--- config.mk ---
export PLATFORM = sky130hd
export DESIGN_NAME = backlight_supervisory_control
export DESIGN_NICKNAME = d
export VERILOG_FILES = /design/src/rtl/bl_sup_pkg.sv /design/src/rtl/backlight_supervisory_control.sv
export SDC_FILE = /design/constraint.sdc
export NUM_CORES = 1
export LEC_CHECK = 0
export BUFFER_PORTS_ARGS = -buffer_cell sky130_fd_sc_hd__clkbuf_2
export CAP_MARGIN = 20
export CORE_MARGIN = 5
export CORE_UTILIZATION = 45
export DETAILED_ROUTE_END_ITERATION = 8
export PLACE_DENSITY = 0.62
export SETUP_SLACK_MARGIN = 0.2
export SLEW_MARGIN = 15
export SYNTH_ARGS = -nofsm -noshare
export SYNTH_HDL_FRONTEND = slang
export SYNTH_SLANG_ARGS = --single-unit
--- constraint.sdc ---
create_clock -name clk_sys -period 2.2 [get_ports clk_sys]
set_input_delay 0.22 -clock clk_sys [delete_from_list [all_inputs] [get_ports clk_sys]]
set_output_delay 0.22 -clock clk_sys [all_outputs]
set_load 0.03 [all_outputs]
--- src/rtl/bl_sup_pkg.sv ---
// package: constants and carrier types for the backlight supervisory control
package bl_sup_pkg;
   localparam int CLK_HZ = 20_000_000;
   localparam int OFF_DELAY_US = 12_800;
   localparam int OFF_DELAY_CYC = OFF_DELAY_US * (CLK_HZ / 1_000_000);
   localparam int LV_TIMER_MS = 100;
   localparam int LV_TIMER_CYC = LV_TIMER_MS * (CLK_HZ / 1_000);
   localparam int OC_COUNT_LIMIT = 4;
   localparam int FREQ_HIGH_KHZ = 1_400;
   localparam logic [1:0] ST_OFF = 2'h0;

   // analog comparator outputs, taken as synchronous levels
   typedef struct packed {
      logic in_above_lockout;
      logic core_above_lockout;
      logic in_below_lv_fall;
      logic in_above_lv_rise;
      logic in_above_load_dump;
   } supply_mon_t;

   // controls handed to the boost converter
   typedef struct packed {
      logic boost_en;
      logic limit_elevated;
      logic freq_reduced;
      logic sync_ext;
   } boost_ctl_t;

   typedef enum logic [1:0] {
      OFF = 2'b00,
      SOFT_START = 2'b01,
      RUN = 2'b10,
      SHUTDOWN = 2'b11
   } phase_t;
endpackage

--- src/rtl/backlight_supervisory_control.sv ---
// supervisory control: enable timing, lockouts, low-voltage mode, fault and strap outputs
// Overview of operation
// enable high powers regulator and runs; enable low shuts down after delay
// shutdown completes 12.8 ms after enable falls, within 11.5 to 14.1 ms
// host holds enable high at least 5 ms for a reliable enable; host_model holds it only MIN_ON + 1 = 9 cycles
// boost enabled only while input and core regulator are above lockout
// boost disabled whenever input falls below lockout, in any phase
// input below low-voltage falling threshold enters low-voltage mode, raises limit
// low-voltage mode lowers frequency only if programmed above 1.4 MHz
// in low-voltage mode four consecutive overcurrent cycles start 100 ms timer
// timer expiry returns current limit to the standard limit
// input above rising threshold leaves low-voltage mode, normal frequency
// reduced input operation allowed only after soft-start completes; code allows it in RUN, also when re-entered from shutdown without soft-start
// above load-dump threshold series gate follows input, charge pump stops; only charge_pump_en_r is driven, there is no series gate output
// fault output pulled low on any fault, released otherwise
// short detection disabled when threshold pin is strapped to core regulator
// ac-coupled external clock on timing pin synchronizes switching frequency
// pwm brightness input tracked, pulses down to 300 ns resolved
// overcurrent counter clears on cycle under limit or low-voltage exit
module backlight_supervisory_control
   import bl_sup_pkg::*;
#(
   parameter int OFF_DELAY = OFF_DELAY_CYC,
   parameter int LV_TIMER = LV_TIMER_CYC
) (
   input wire logic clk_sys,
   input wire logic rst,
   input wire logic enable_pin,
   input wire supply_mon_t mon,
   input wire logic soft_start_done,
   input wire logic cycle_end,
   input wire logic cycle_over_limit,
   input wire logic [11:0] freq_prog_khz,
   input wire logic timing_resistor_pin,
   input wire logic short_threshold_pin,
   input wire logic fault_any,
   input wire logic pwm_brightness_input,
   output logic regulator_en_r,
   output boost_ctl_t boost_r,
   output logic charge_pump_en_r,
   output logic short_detect_en_r,
   output logic pwm_dim_r,
   output logic fault_out_n_o,
   output logic fault_out_n_oe_n_r
);
   // refused at elaboration: a zero delay would wrap the terminal count to all ones
   if (OFF_DELAY < 1 || LV_TIMER < 1) begin : g_bad_timer
      $error("timer parameters must be positive");
   end

   phase_t phase_r;
   logic [31:0] off_cnt_r;
   logic [31:0] lv_cnt_r;
   logic [2:0] oc_cnt_r;
   logic lv_mode_r;
   logic lv_timer_run_r;
   logic ext_clk_s1_r;
   logic ext_clk_s2_r;
   logic ext_clk_prev_r;
   logic [7:0] ext_seen_cnt_r;
   logic boost_en_r;
   logic limit_elev_r;
   logic freq_red_r;
   logic sync_ext_r;

   // one flop per field so each concern keeps a single driver
   assign boost_r = '{boost_en: boost_en_r, limit_elevated: limit_elev_r,
      freq_reduced: freq_red_r, sync_ext: sync_ext_r};

   assign fault_out_n_o = 1'b0;

   // enable sequencing
   always_ff @(posedge clk_sys) begin
      if (rst) begin
         phase_r <= OFF;
         off_cnt_r <= '0;
      end else begin
         case (phase_r)
            OFF: begin
               if (enable_pin) begin
                  phase_r <= SOFT_START;
               end
            end
            SOFT_START: begin
               if (!enable_pin) begin
                  phase_r <= SHUTDOWN;
                  off_cnt_r <= '0;
               end else if (soft_start_done) begin
                  phase_r <= RUN;
               end
            end
            RUN: begin
               if (!enable_pin) begin
                  phase_r <= SHUTDOWN;
                  off_cnt_r <= '0;
               end
            end
            SHUTDOWN: begin
               if (enable_pin) begin
                  phase_r <= RUN;
               end else if (off_cnt_r == 32'(OFF_DELAY - 1)) begin
                  phase_r <= OFF;
               end else begin
                  off_cnt_r <= off_cnt_r + 32'h0000_0001;
               end
            end
            default: phase_r <= OFF;
         endcase
      end
   end

   always_ff @(posedge clk_sys) begin
      if (rst) begin
         regulator_en_r <= 1'b0;
      end else begin
         regulator_en_r <= enable_pin || (phase_r != OFF && !(phase_r == SHUTDOWN
            && off_cnt_r == 32'(OFF_DELAY - 1)));
      end
   end

   // low-voltage mode only exists in RUN, entered after soft-start or when enable returns in shutdown
   always_ff @(posedge clk_sys) begin
      if (rst) begin
         lv_mode_r <= 1'b0;
      end else if (phase_r != RUN || mon.in_above_lv_rise) begin
         lv_mode_r <= 1'b0;
      end else if (mon.in_below_lv_fall) begin
         lv_mode_r <= 1'b1;
      end
   end

   always_ff @(posedge clk_sys) begin
      if (rst) begin
         oc_cnt_r <= '0;
      end else if (!lv_mode_r) begin
         oc_cnt_r <= '0;
      end else if (cycle_end) begin
         if (!cycle_over_limit) begin
            oc_cnt_r <= '0;
         end else if (oc_cnt_r < 3'(OC_COUNT_LIMIT)) begin
            oc_cnt_r <= oc_cnt_r + 3'h1;
         end
      end
   end

   // timer runs once per low-voltage entry; limit stays standard until next entry
   always_ff @(posedge clk_sys) begin
      if (rst) begin
         lv_cnt_r <= '0;
         lv_timer_run_r <= 1'b0;
         limit_elev_r <= 1'b0;
      end else if (!lv_mode_r) begin
         lv_cnt_r <= '0;
         lv_timer_run_r <= 1'b0;
         limit_elev_r <= mon.in_below_lv_fall && phase_r == RUN;
      end else if (lv_timer_run_r) begin
         if (lv_cnt_r == 32'(LV_TIMER - 1)) begin
            lv_timer_run_r <= 1'b0;
            limit_elev_r <= 1'b0;
         end else begin
            lv_cnt_r <= lv_cnt_r + 32'h0000_0001;
         end
      end else if (limit_elev_r && oc_cnt_r == 3'(OC_COUNT_LIMIT)) begin
         lv_timer_run_r <= 1'b1;
         lv_cnt_r <= '0;
      end
   end

   always_ff @(posedge clk_sys) begin
      if (rst) begin
         boost_en_r <= 1'b0;
         freq_red_r <= 1'b0;
      end else begin
         boost_en_r <= (phase_r == SOFT_START || phase_r == RUN) && enable_pin
            && mon.in_above_lockout && mon.core_above_lockout;
         freq_red_r <= lv_mode_r && freq_prog_khz > 12'(FREQ_HIGH_KHZ);
      end
   end

   // external sync: edges seen recently select the external clock
   always_ff @(posedge clk_sys) begin
      if (rst) begin
         ext_clk_s1_r <= 1'b0;
         ext_clk_s2_r <= 1'b0;
         ext_clk_prev_r <= 1'b0;
         ext_seen_cnt_r <= '0;
         sync_ext_r <= 1'b0;
      end else begin
         ext_clk_s1_r <= timing_resistor_pin;
         ext_clk_s2_r <= ext_clk_s1_r;
         ext_clk_prev_r <= ext_clk_s2_r;
         if (ext_clk_s2_r && !ext_clk_prev_r) begin
            ext_seen_cnt_r <= 8'hff;
            sync_ext_r <= 1'b1;
         end else if (ext_seen_cnt_r != 8'h00) begin
            ext_seen_cnt_r <= ext_seen_cnt_r - 8'h01;
         end else begin
            sync_ext_r <= 1'b0;
         end
      end
   end

   // one-cycle sampling at 20 MHz resolves 300 ns pulses (six samples)
   always_ff @(posedge clk_sys) begin
      if (rst) begin
         pwm_dim_r <= 1'b0;
         charge_pump_en_r <= 1'b0;
         short_detect_en_r <= 1'b0;
         fault_out_n_oe_n_r <= 1'b1;
      end else begin
         pwm_dim_r <= pwm_brightness_input && regulator_en_r;
         charge_pump_en_r <= regulator_en_r && !mon.in_above_load_dump;
         short_detect_en_r <= !short_threshold_pin;
         fault_out_n_oe_n_r <= !fault_any;
      end
   end

   // assertions
   shutdown_delay_a: assert property (@(posedge clk_sys) disable iff (rst)
      phase_r == OFF && $past(phase_r) == SHUTDOWN
      |-> $past(off_cnt_r) == 32'(OFF_DELAY - 1))
      else $error("shutdown ended too early");
   lockout_gate_a: assert property (@(posedge clk_sys) disable iff (rst)
      !mon.in_above_lockout |=> !boost_r.boost_en)
      else $error("boost on below input lockout");
   core_lockout_a: assert property (@(posedge clk_sys) disable iff (rst)
      !mon.core_above_lockout |=> !boost_r.boost_en)
      else $error("boost on below core lockout");
   freq_low_a: assert property (@(posedge clk_sys) disable iff (rst)
      boost_r.freq_reduced |-> $past(freq_prog_khz) > 12'(FREQ_HIGH_KHZ))
      else $error("frequency reduced while programmed low");
   lv_exit_a: assert property (@(posedge clk_sys) disable iff (rst)
      mon.in_above_lv_rise |=> !lv_mode_r ##1 !boost_r.freq_reduced)
      else $error("low-voltage mode not left");
   oc_clear_a: assert property (@(posedge clk_sys) disable iff (rst)
      cycle_end && !cycle_over_limit |=> oc_cnt_r == 3'h0)
      else $error("overcurrent count not cleared");
   lv_after_start_a: assert property (@(posedge clk_sys) disable iff (rst)
      lv_mode_r |-> $past(phase_r) == RUN)
      else $error("low-voltage mode before soft-start end");
   load_dump_a: assert property (@(posedge clk_sys) disable iff (rst)
      mon.in_above_load_dump |=> !charge_pump_en_r)
      else $error("charge pump on during load dump");
   fault_pin_a: assert property (@(posedge clk_sys) disable iff (rst)
      fault_any |=> !fault_out_n_oe_n_r && !fault_out_n_o)
      else $error("fault not driven low");
   strap_a: assert property (@(posedge clk_sys) disable iff (rst)
      short_threshold_pin |=> !short_detect_en_r)
      else $error("short detection on while strapped");
   timer_end_a: assert property (@(posedge clk_sys) disable iff (rst)
      lv_timer_run_r && lv_mode_r && lv_cnt_r == 32'(LV_TIMER - 1)
      |=> !boost_r.limit_elevated)
      else $error("limit not restored at timer end");
endmodule

==> Word-level counts from Yosys, hierarchy flattened <==
Cells that the tools add are included.
{ "totals": {"in_bits": 27, "elab_cells": 104, "out_inout_bits": 10, "regBits": 91} }
{ "classes": {"mux": 26, "bitwise": 1, "n_lt_le_gt_ge": 2, "eq_ne": 19, "n_reduce_logical": 33, "add_sub_neg": 4} }
{ "op_table": {"columns": ["operator", "n"], "rows": [
  ["$mux W32", 6],
  ["$add A32 B1 Y32 const B", 2],
  ["$pmux W32 S2", 1],
  ["$eq A32 B18 Y1 const B", 1],
  ["$eq A32 B21 Y1 const B", 1],
  ["$mux W8", 2],
  ["$ne A2 B2 Y1 const B", 8],
  ["$gt A12 B11 Y1 const B", 1],
  ["$mux W2", 6],
  ["$logic_and A1 B1 Y1", 11],
  ["$mux W1", 8],
  ["$pmux W2 S4", 1],
  ["$reduce_and A4 Y1", 2],
  ["$reduce_bool A2 Y1", 4],
  ["$reduce_bool A8 Y1", 1],
  ["$sub A8 B1 Y8 const B", 1],
  ["$mux W3", 2],
  ["$ne A2 B1 Y1 const B", 3],
  ["$reduce_and A2 Y1", 3],
  ["$reduce_or A2 Y1", 3],
  ["$logic_not A1 Y1", 5],
  ["$eq A2 B2 Y1 const B", 2],
  ["$add A3 B1 Y3 const B", 1],
  ["$eq A3 B3 Y1 const B", 1],
  ["other kinds (7)", 9]
]} }

==> Longest topological paths before layout <==
{ "depth": {"word_depth": 5, "mapped_depth": 9, "ltp_nobuf": 8} }

==> Worst setup path after synthesis <==
Ideal clock, no wire load.
{ "synth_timing": {"path_kind": "register to register", "startpoint": "reg lv_cnt_r[23]", "endpoint": "reg lv_cnt_r[19]", "arrival_ns": 2.154, "setup_ns": 0.124, "setup_slack_ns": -0.079, "stages_incl_launch_ff": 8, "required_time_ns": 2.076, "synth_period_minus_slack_ns": 2.279, "path_buffers": 1, "path_cell_list": "dfxtp_1 > or4_1 > or4_4 > o31ai_4 > buf_6 > nor2_1 > o21ai_1 > o41ai_1"} }
{ "synth_between": {"elab_chain_len": 3} }
{ "synth_lines": {"columns": ["item", "line", "source"], "rows": [
  ["start: declaration", "backlight_supervisory_control.sv:53", "logic [31:0] lv_cnt_r;"],
  ["start signal: assignment", "backlight_supervisory_control.sv:161", "lv_cnt_r <= lv_cnt_r + 32'h0000_0001;"],
  ["$eq A32 B21 Y1", "backlight_supervisory_control.sv:157", "if (lv_cnt_r == 32'(LV_TIMER - 1)) begin"],
  ["$ne A2 B2 Y1 (no line)", null, null],
  ["$reduce_and A2 Y1 (no line)", null, null]
]} }
Every way passes these cells.
A chain may end at the register's enable or synchronous reset.

==> Worst setup path in the final report <==
{ "layout_timing": {"startpoint": "reg lv_cnt_r[8]", "endpoint": "reg lv_cnt_r[30]"} }
{ "layout_between": {"elab_chain_len": 3, "word_cells_on_any_way": 6, "cone_classes": "1 x add/sub; 2 x eq/ne; 2 x mux; 1 x reduce/logical"} }
{ "layout_lines": {"columns": ["item", "line"], "rows": [
  ["$add A32 B1 Y32 or $eq A32 B21 Y1 (tied branches)", "backlight_supervisory_control.sv:161, backlight_supervisory_control.sv:157"],
  ["$mux W32 or $ne A2 B2 Y1 (tied branches)", null],
  ["$mux W32 or $reduce_and A2 Y1 (tied branches)", null]
]} }
Parallel ways exist; a longest one is shown, timed or not. The select of a mux whose other input is x is not followed.

==> impl_summary.txt <==
----------------------------------------------------
[Detailed routing]
  Final WL ... 12,800 um
  Total number of vias ... between 4,000 and 5,000
  Routed wire per std cell ... approximately 16 um
  Number of design-rule violations left by the first detailed-router iteration ... 249
  Via-to-Cell Ratio ... between 5 and 6
  Drt first pass iters ... 5
  Remaining routing DRC violations ... 0
  Final antenna-violating net count ... 0

[Layout]
  FILL cells ... 949
  Ratio of cells with drive above 1 in the final layout ... between 20% and 30%
  Number of nets in the layout ... 702
  Antenna diode instance count ... 0
  Layout Area Growth over Synthesis ... 24.9%

[Global route]
  Global-route wire length before repair ... 21,100 um
  Remaining Overflow, GRT ... 0
  GRT Total Usage ... between 20% and 30%
  Number of global-route vias before repair ... around 4,500
  Maximum number of pins on one net before global-route repair ... 18
  Antenna violations before repair ... 0

[Logic synthesis]
  Summed instance area of the synthesized netlist ... roughly 4700 um^2
  Fraction of synthesized cell area in xor and xnor cells ... 3.38%
  Sequential fraction of the synthesis area ... between 30% and 40%
  Async SR Flop Fraction ... 0%
  Most area-consuming cells after synthesis ... sky130_fd_sc_hd__dfxtp_1 39%, sky130_fd_sc_hd__a21oi_1 4.5%, sky130_fd_sc_hd__nor2_1 4.4%
  Count of different cell masters after synthesis ... 54
  Most area-hungry cell type in the Yosys netlist ... sky130_fd_sc_hd__dfxtp_1
  Number of synthesized flops with an enable pin ... 0
  Share of cell area taken by muxes after synthesis ... 0.456%
  Mean instance size in the synthesized netlist ... slightly above 8 um^2
  Number of nets produced by synthesis ... 616
  Yosys top cell area share ... between 30% and 40%
  Total of flip-flops plus latches after synthesis ... 91
  Yosys warning total ... 0
  Synthesized-area fraction occupied by adder cells ... just under 3%
  Fraction of the mapped netlist area in simple logic gates ... 28.9%
  Primary flip-flop cell chosen by synthesis mapping ... sky130_fd_sc_hd__dfxtp_1
  Post-synthesis compound-gate area fraction ... between 20% and 30%
  Number of cells produced by synthesis ... 578
  Main combinational cell family by area after synthesis ... simple AND/OR/NAND/NOR gates

[Worst setup path]
  Type of destination of the critical path ... flop
  Reg-to-reg critical path startpoint ... lv_cnt_r[8]$_SDFFE_PP0P_
  Worst EP arrival ... 2.48 ns
  Crit Path Category ... reg -> reg
  Flop-to-flop setup slack ... -0.02 ns
  Worst-path maximum fanout ... 7
  End of the worst register-to-register path ... lv_cnt_r[30]$_SDFFE_PP0P_
  Type of origin of the critical path ... flop
  Required time reported for the critical path endpoint ... 2.46 ns
  CP dominant cell by count ... sky130_fd_sc_hd__or4_4
  Slowest Stage Delay on Critical Path ... 0.54 ns
  Critical-path cell list ... or4_4 > or4_4 > o31ai_4 > and2b_2 > buf_6 > o21ai_2 > o31ai_1
  Cell at the slowest stage of the critical path ... sky130_fd_sc_hd__or4_4
  Register-to-Register Path Depth ... 7

[Power and ir drop]
  Switching share of power ... between 30% and 40%
  Overall power of the completed layout ... between 3 and 4 mW
  Leakage dissipation ... between 2 and 2.5 nW
  Power density over cell area ... 660 nW/um^2
  Logic gate share of total power ... 21.7%
  Clock network fraction of total power ... between 30% and 40%
  Sequential power share ... between 40% and 50%
  Worst vdd rail ir drop ... about 360 uV
  Net Sw Power ... 1.18 mW
  Internal power component ... 2.66 mW

[Timing]
  Final setup margin ... -0.0153 ns
  Number of hold violations in the final report ... 0
  Clock period minus final worst setup slack ... 2.22 ns
  Rel. slew slack ... between 60% and 70%
  Fin crit share ... 101%
  Setup repair after global routing missed its margin ... yes
  Max Fclk ... 451 MHz
  Final worst clock skew ... about 0.011 ns
  Number of pins with negative max-slew slack in the final report ... 0
  Setup violations, final ... 6
  Transition at the pin with the smallest max-transition slack ... roughly 0.59 ns

[Floorplan]
  Num ports ... 37
  Die area ... 12,500 um^2
  Effective utilization at floorplan ... 45.6%
  Standard-cell rows ... 37
  Width of the die ... 112 um
  Die Y ... 112 um
  Std-Cell Core Area ... slightly above 10,000 um^2

[Clocking]
  Number of H-tree branching levels ... 3
  Number of buffers between clock root and the deepest sink ... 2
  Clock Sink Count ... 91
  CTS tree ... yes
  Cell chosen for the clock root ... sky130_fd_sc_hd__clkbuf_8
  Number of clock buffers inserted by TritonCTS ... 9
  Clk_lat worst skew ... ~0.37 ns
  Clock transition time at the flip-flop clock pins of the worst setup and hold paths ... 0.09 ns

[Place]
  Buffers added on ports ... 35
  Global placer's final weighted congestion ... 0.934
  Dpl hpwl ... around 9200 um
  Worst-case setup slack after placement ... -0.128 ns

[Status]
  Run status ... complete, but fails checks
  Violated checks ... setup timing

[Min path]
  Hold path endpoint ... short_detect_en_r$_SDFF_PP0_
  Kind of path behind the tightest hold check ... in -> reg
  Worst Hold Launch ... short_threshold_pin
  Min-Delay Path Depth ... 2

[Run]
  Reported max-cap violation count ... 0

----------------------------------------------------
[stage by stage]
stage                     util [%]  setup TNS [ns]  area, um^2  hold WS (ns)  instances
after floorplan                  -         -0.0191        4670         0.292        578
after global placement        51.9          -0.774        5310         0.384        779
after detailed placement      51.9           -1.08        5310         0.385        779
after CTS                     55.2          -0.364        5650       0.00776        802
after global routing          56.9           -1.99        5820        0.0107        805
final                         56.9         -0.0455        5820        0.0209        805
[layout make-up]
class / count / area, um^2 / share of cell area, %
Clock buffer: 10 / 128 / 2.19
Inverter: 12 / 45.0 / 0.774
Tap cell: 136 / 170 / 2.92
Clock inverter: 6 / 71.3 / 1.23
Timing Repair Buffer: 104 / 728 / 12.5
Multi-Input combinational cell: 446 / 2830 / 48.6
Sequential cell: 91 / 1850 / 31.7
[state kept, by name, summed over array words and instances (netlist names)]
| register | cells |
|---|---|
| ext_clk_s1_r | 1 |
| short_detect_en_r | 1 |
| oc_cnt_r | 3 |
| charge_pump_en_r | 1 |
| lv_cnt_r | 32 |
| limit_elev_r | 1 |
| ext_seen_cnt_r | 8 |
| phase_r | 2 |
| regulator_en_r | 1 |
| lv_timer_run_r | 1 |
| fault_out_n_oe_n_r | 1 |
| freq_red_r | 1 |
| ext_clk_prev_r | 1 |
| lv_mode_r | 1 |
| pwm_dim_r | 1 |
| sync_ext_r | 1 |
| ext_clk_s2_r | 1 |
| off_cnt_r | 32 |
| boost_en_r | 1 |
[cell families (layout without fill, tap and decap cells)]
family,Yosys count,in the layout
simple gates,255,255
compound gates,159,159
mux,2,2
fa+ha+maj,11,11
buf+inv,41,132
flops,91,91
xor+xnor,18,18
other cells,1,1
[power by group through the flow]
stage	clock network, mW	logic, mW	registers [mW]
floorplan	0	0.547	1.87
finish	1.17	0.835	1.84
detailed placement	0	0.805	1.87
global route	1.27	0.925	1.85
CTS	1.20	0.826	1.83
global placement	0	0.784	1.86
[timing repair]
item	CTS	global route
cloned	1	0
setup endpoints to repair	48	61
pin swaps	4	7
gates resized for setup	27	48
buffers inserted	3	3
hold buffers	3	0
hold endpoints to repair	3	0
[cell usage in the layout, fill, tap and decap left out, drive strengths merged, types with 3 or more instances in the layout]
cell | Yosys | layout
a21oi | 42 | 42
a22o | 3 | 3
a31oi | 19 | 19
and2 | 7 | 7
and3 | 12 | 12
and4 | 12 | 12
buf | 12 | 66
clkbuf | 17 | 45
dfxtp | 91 | 91
dlygate4sd3 | 0 | 3
ha | 11 | 11
inv | 12 | 14
nand2 | 47 | 47
nand2b | 9 | 9
nand3 | 33 | 33
nand4 | 22 | 22
nor2 | 55 | 55
nor2b | 7 | 7
nor3 | 16 | 16
nor4 | 10 | 10
nor4b | 3 | 3
o21ai | 56 | 56
o31ai | 21 | 21
o41ai | 3 | 3
or3 | 8 | 8
or4 | 7 | 7
xnor2 | 5 | 5
xor2 | 13 | 13
[worst max-delay path by stage]
stage	from	endpoint	slack, ns	depth (start not counted)
6_report	lv_cnt_r[8]$_SDFFE_PP0P_	lv_cnt_r[30]$_SDFFE_PP0P_	-0.02	7
5_1_grt	lv_cnt_r[8]$_SDFFE_PP0P_	lv_cnt_r[17]$_SDFFE_PP0P_	-0.11	7
4_1_cts	lv_cnt_r[28]$_SDFFE_PP0P_	lv_cnt_r[26]$_SDFFE_PP0P_	-0.05	7
3_5_place_dp	lv_cnt_r[28]$_SDFFE_PP0P_	lv_cnt_r[31]$_SDFFE_PP0P_	-0.13	6
3_3_place_gp	lv_cnt_r[28]$_SDFFE_PP0P_	lv_cnt_r[29]$_SDFFE_PP0P_	-0.14	6
2_1_floorplan	lv_cnt_r[28]$_SDFFE_PP0P_	lv_cnt_r[19]$_SDFFE_PP0P_	-0.02	7
[routing by layer]
layer	track usage, %	up-vias	share of wire (%)
met5	0	-	0
met4	8.03	0	1.9
met3	3.21	22	4.4
met2	35.0	126	50
met1	24.6	2205	44
li1	-	2309	-
[critical path, delay by kind of cell (launching register included)]
kind | cells | cell delay, ns
buf+inv | 1 | 0.16
flops | 1 | 0.33
simple gates | 3 | 1.30
compound gates | 3 | 0.33
[cell usage after synthesis, types with 2 or more instances]
cell type and n:
sky130_fd_sc_hd__dfxtp_1 91, sky130_fd_sc_hd__nor2_1 55, sky130_fd_sc_hd__nand2_1 47, sky130_fd_sc_hd__a21oi_1 42
sky130_fd_sc_hd__o21ai_0 36, sky130_fd_sc_hd__nand3_1 33, sky130_fd_sc_hd__nand4_1 22, sky130_fd_sc_hd__o21ai_1 20
sky130_fd_sc_hd__a31oi_1 19, sky130_fd_sc_hd__o31ai_1 19, sky130_fd_sc_hd__clkbuf_1 17, sky130_fd_sc_hd__nor3_1 15
sky130_fd_sc_hd__xor2_1 13, sky130_fd_sc_hd__and3_1 12, sky130_fd_sc_hd__and4_1 12, sky130_fd_sc_hd__inv_1 12
sky130_fd_sc_hd__ha_1 11, sky130_fd_sc_hd__nor4_1 10, sky130_fd_sc_hd__nand2b_1 9, sky130_fd_sc_hd__or3_1 8
sky130_fd_sc_hd__and2_1 7, sky130_fd_sc_hd__nor2b_1 7, sky130_fd_sc_hd__buf_4 6, sky130_fd_sc_hd__or4_1 6
sky130_fd_sc_hd__xnor2_1 5, sky130_fd_sc_hd__a22o_1 3, sky130_fd_sc_hd__buf_6 3, sky130_fd_sc_hd__nor4b_1 3
sky130_fd_sc_hd__o41ai_1 3, sky130_fd_sc_hd__a21o_1 2, sky130_fd_sc_hd__a311oi_1 2, sky130_fd_sc_hd__a41oi_1 2
sky130_fd_sc_hd__buf_2 2, sky130_fd_sc_hd__nand3b_1 2, sky130_fd_sc_hd__o21bai_1 2, sky130_fd_sc_hd__o31ai_4 2
(Power assumes the default switching activity.)
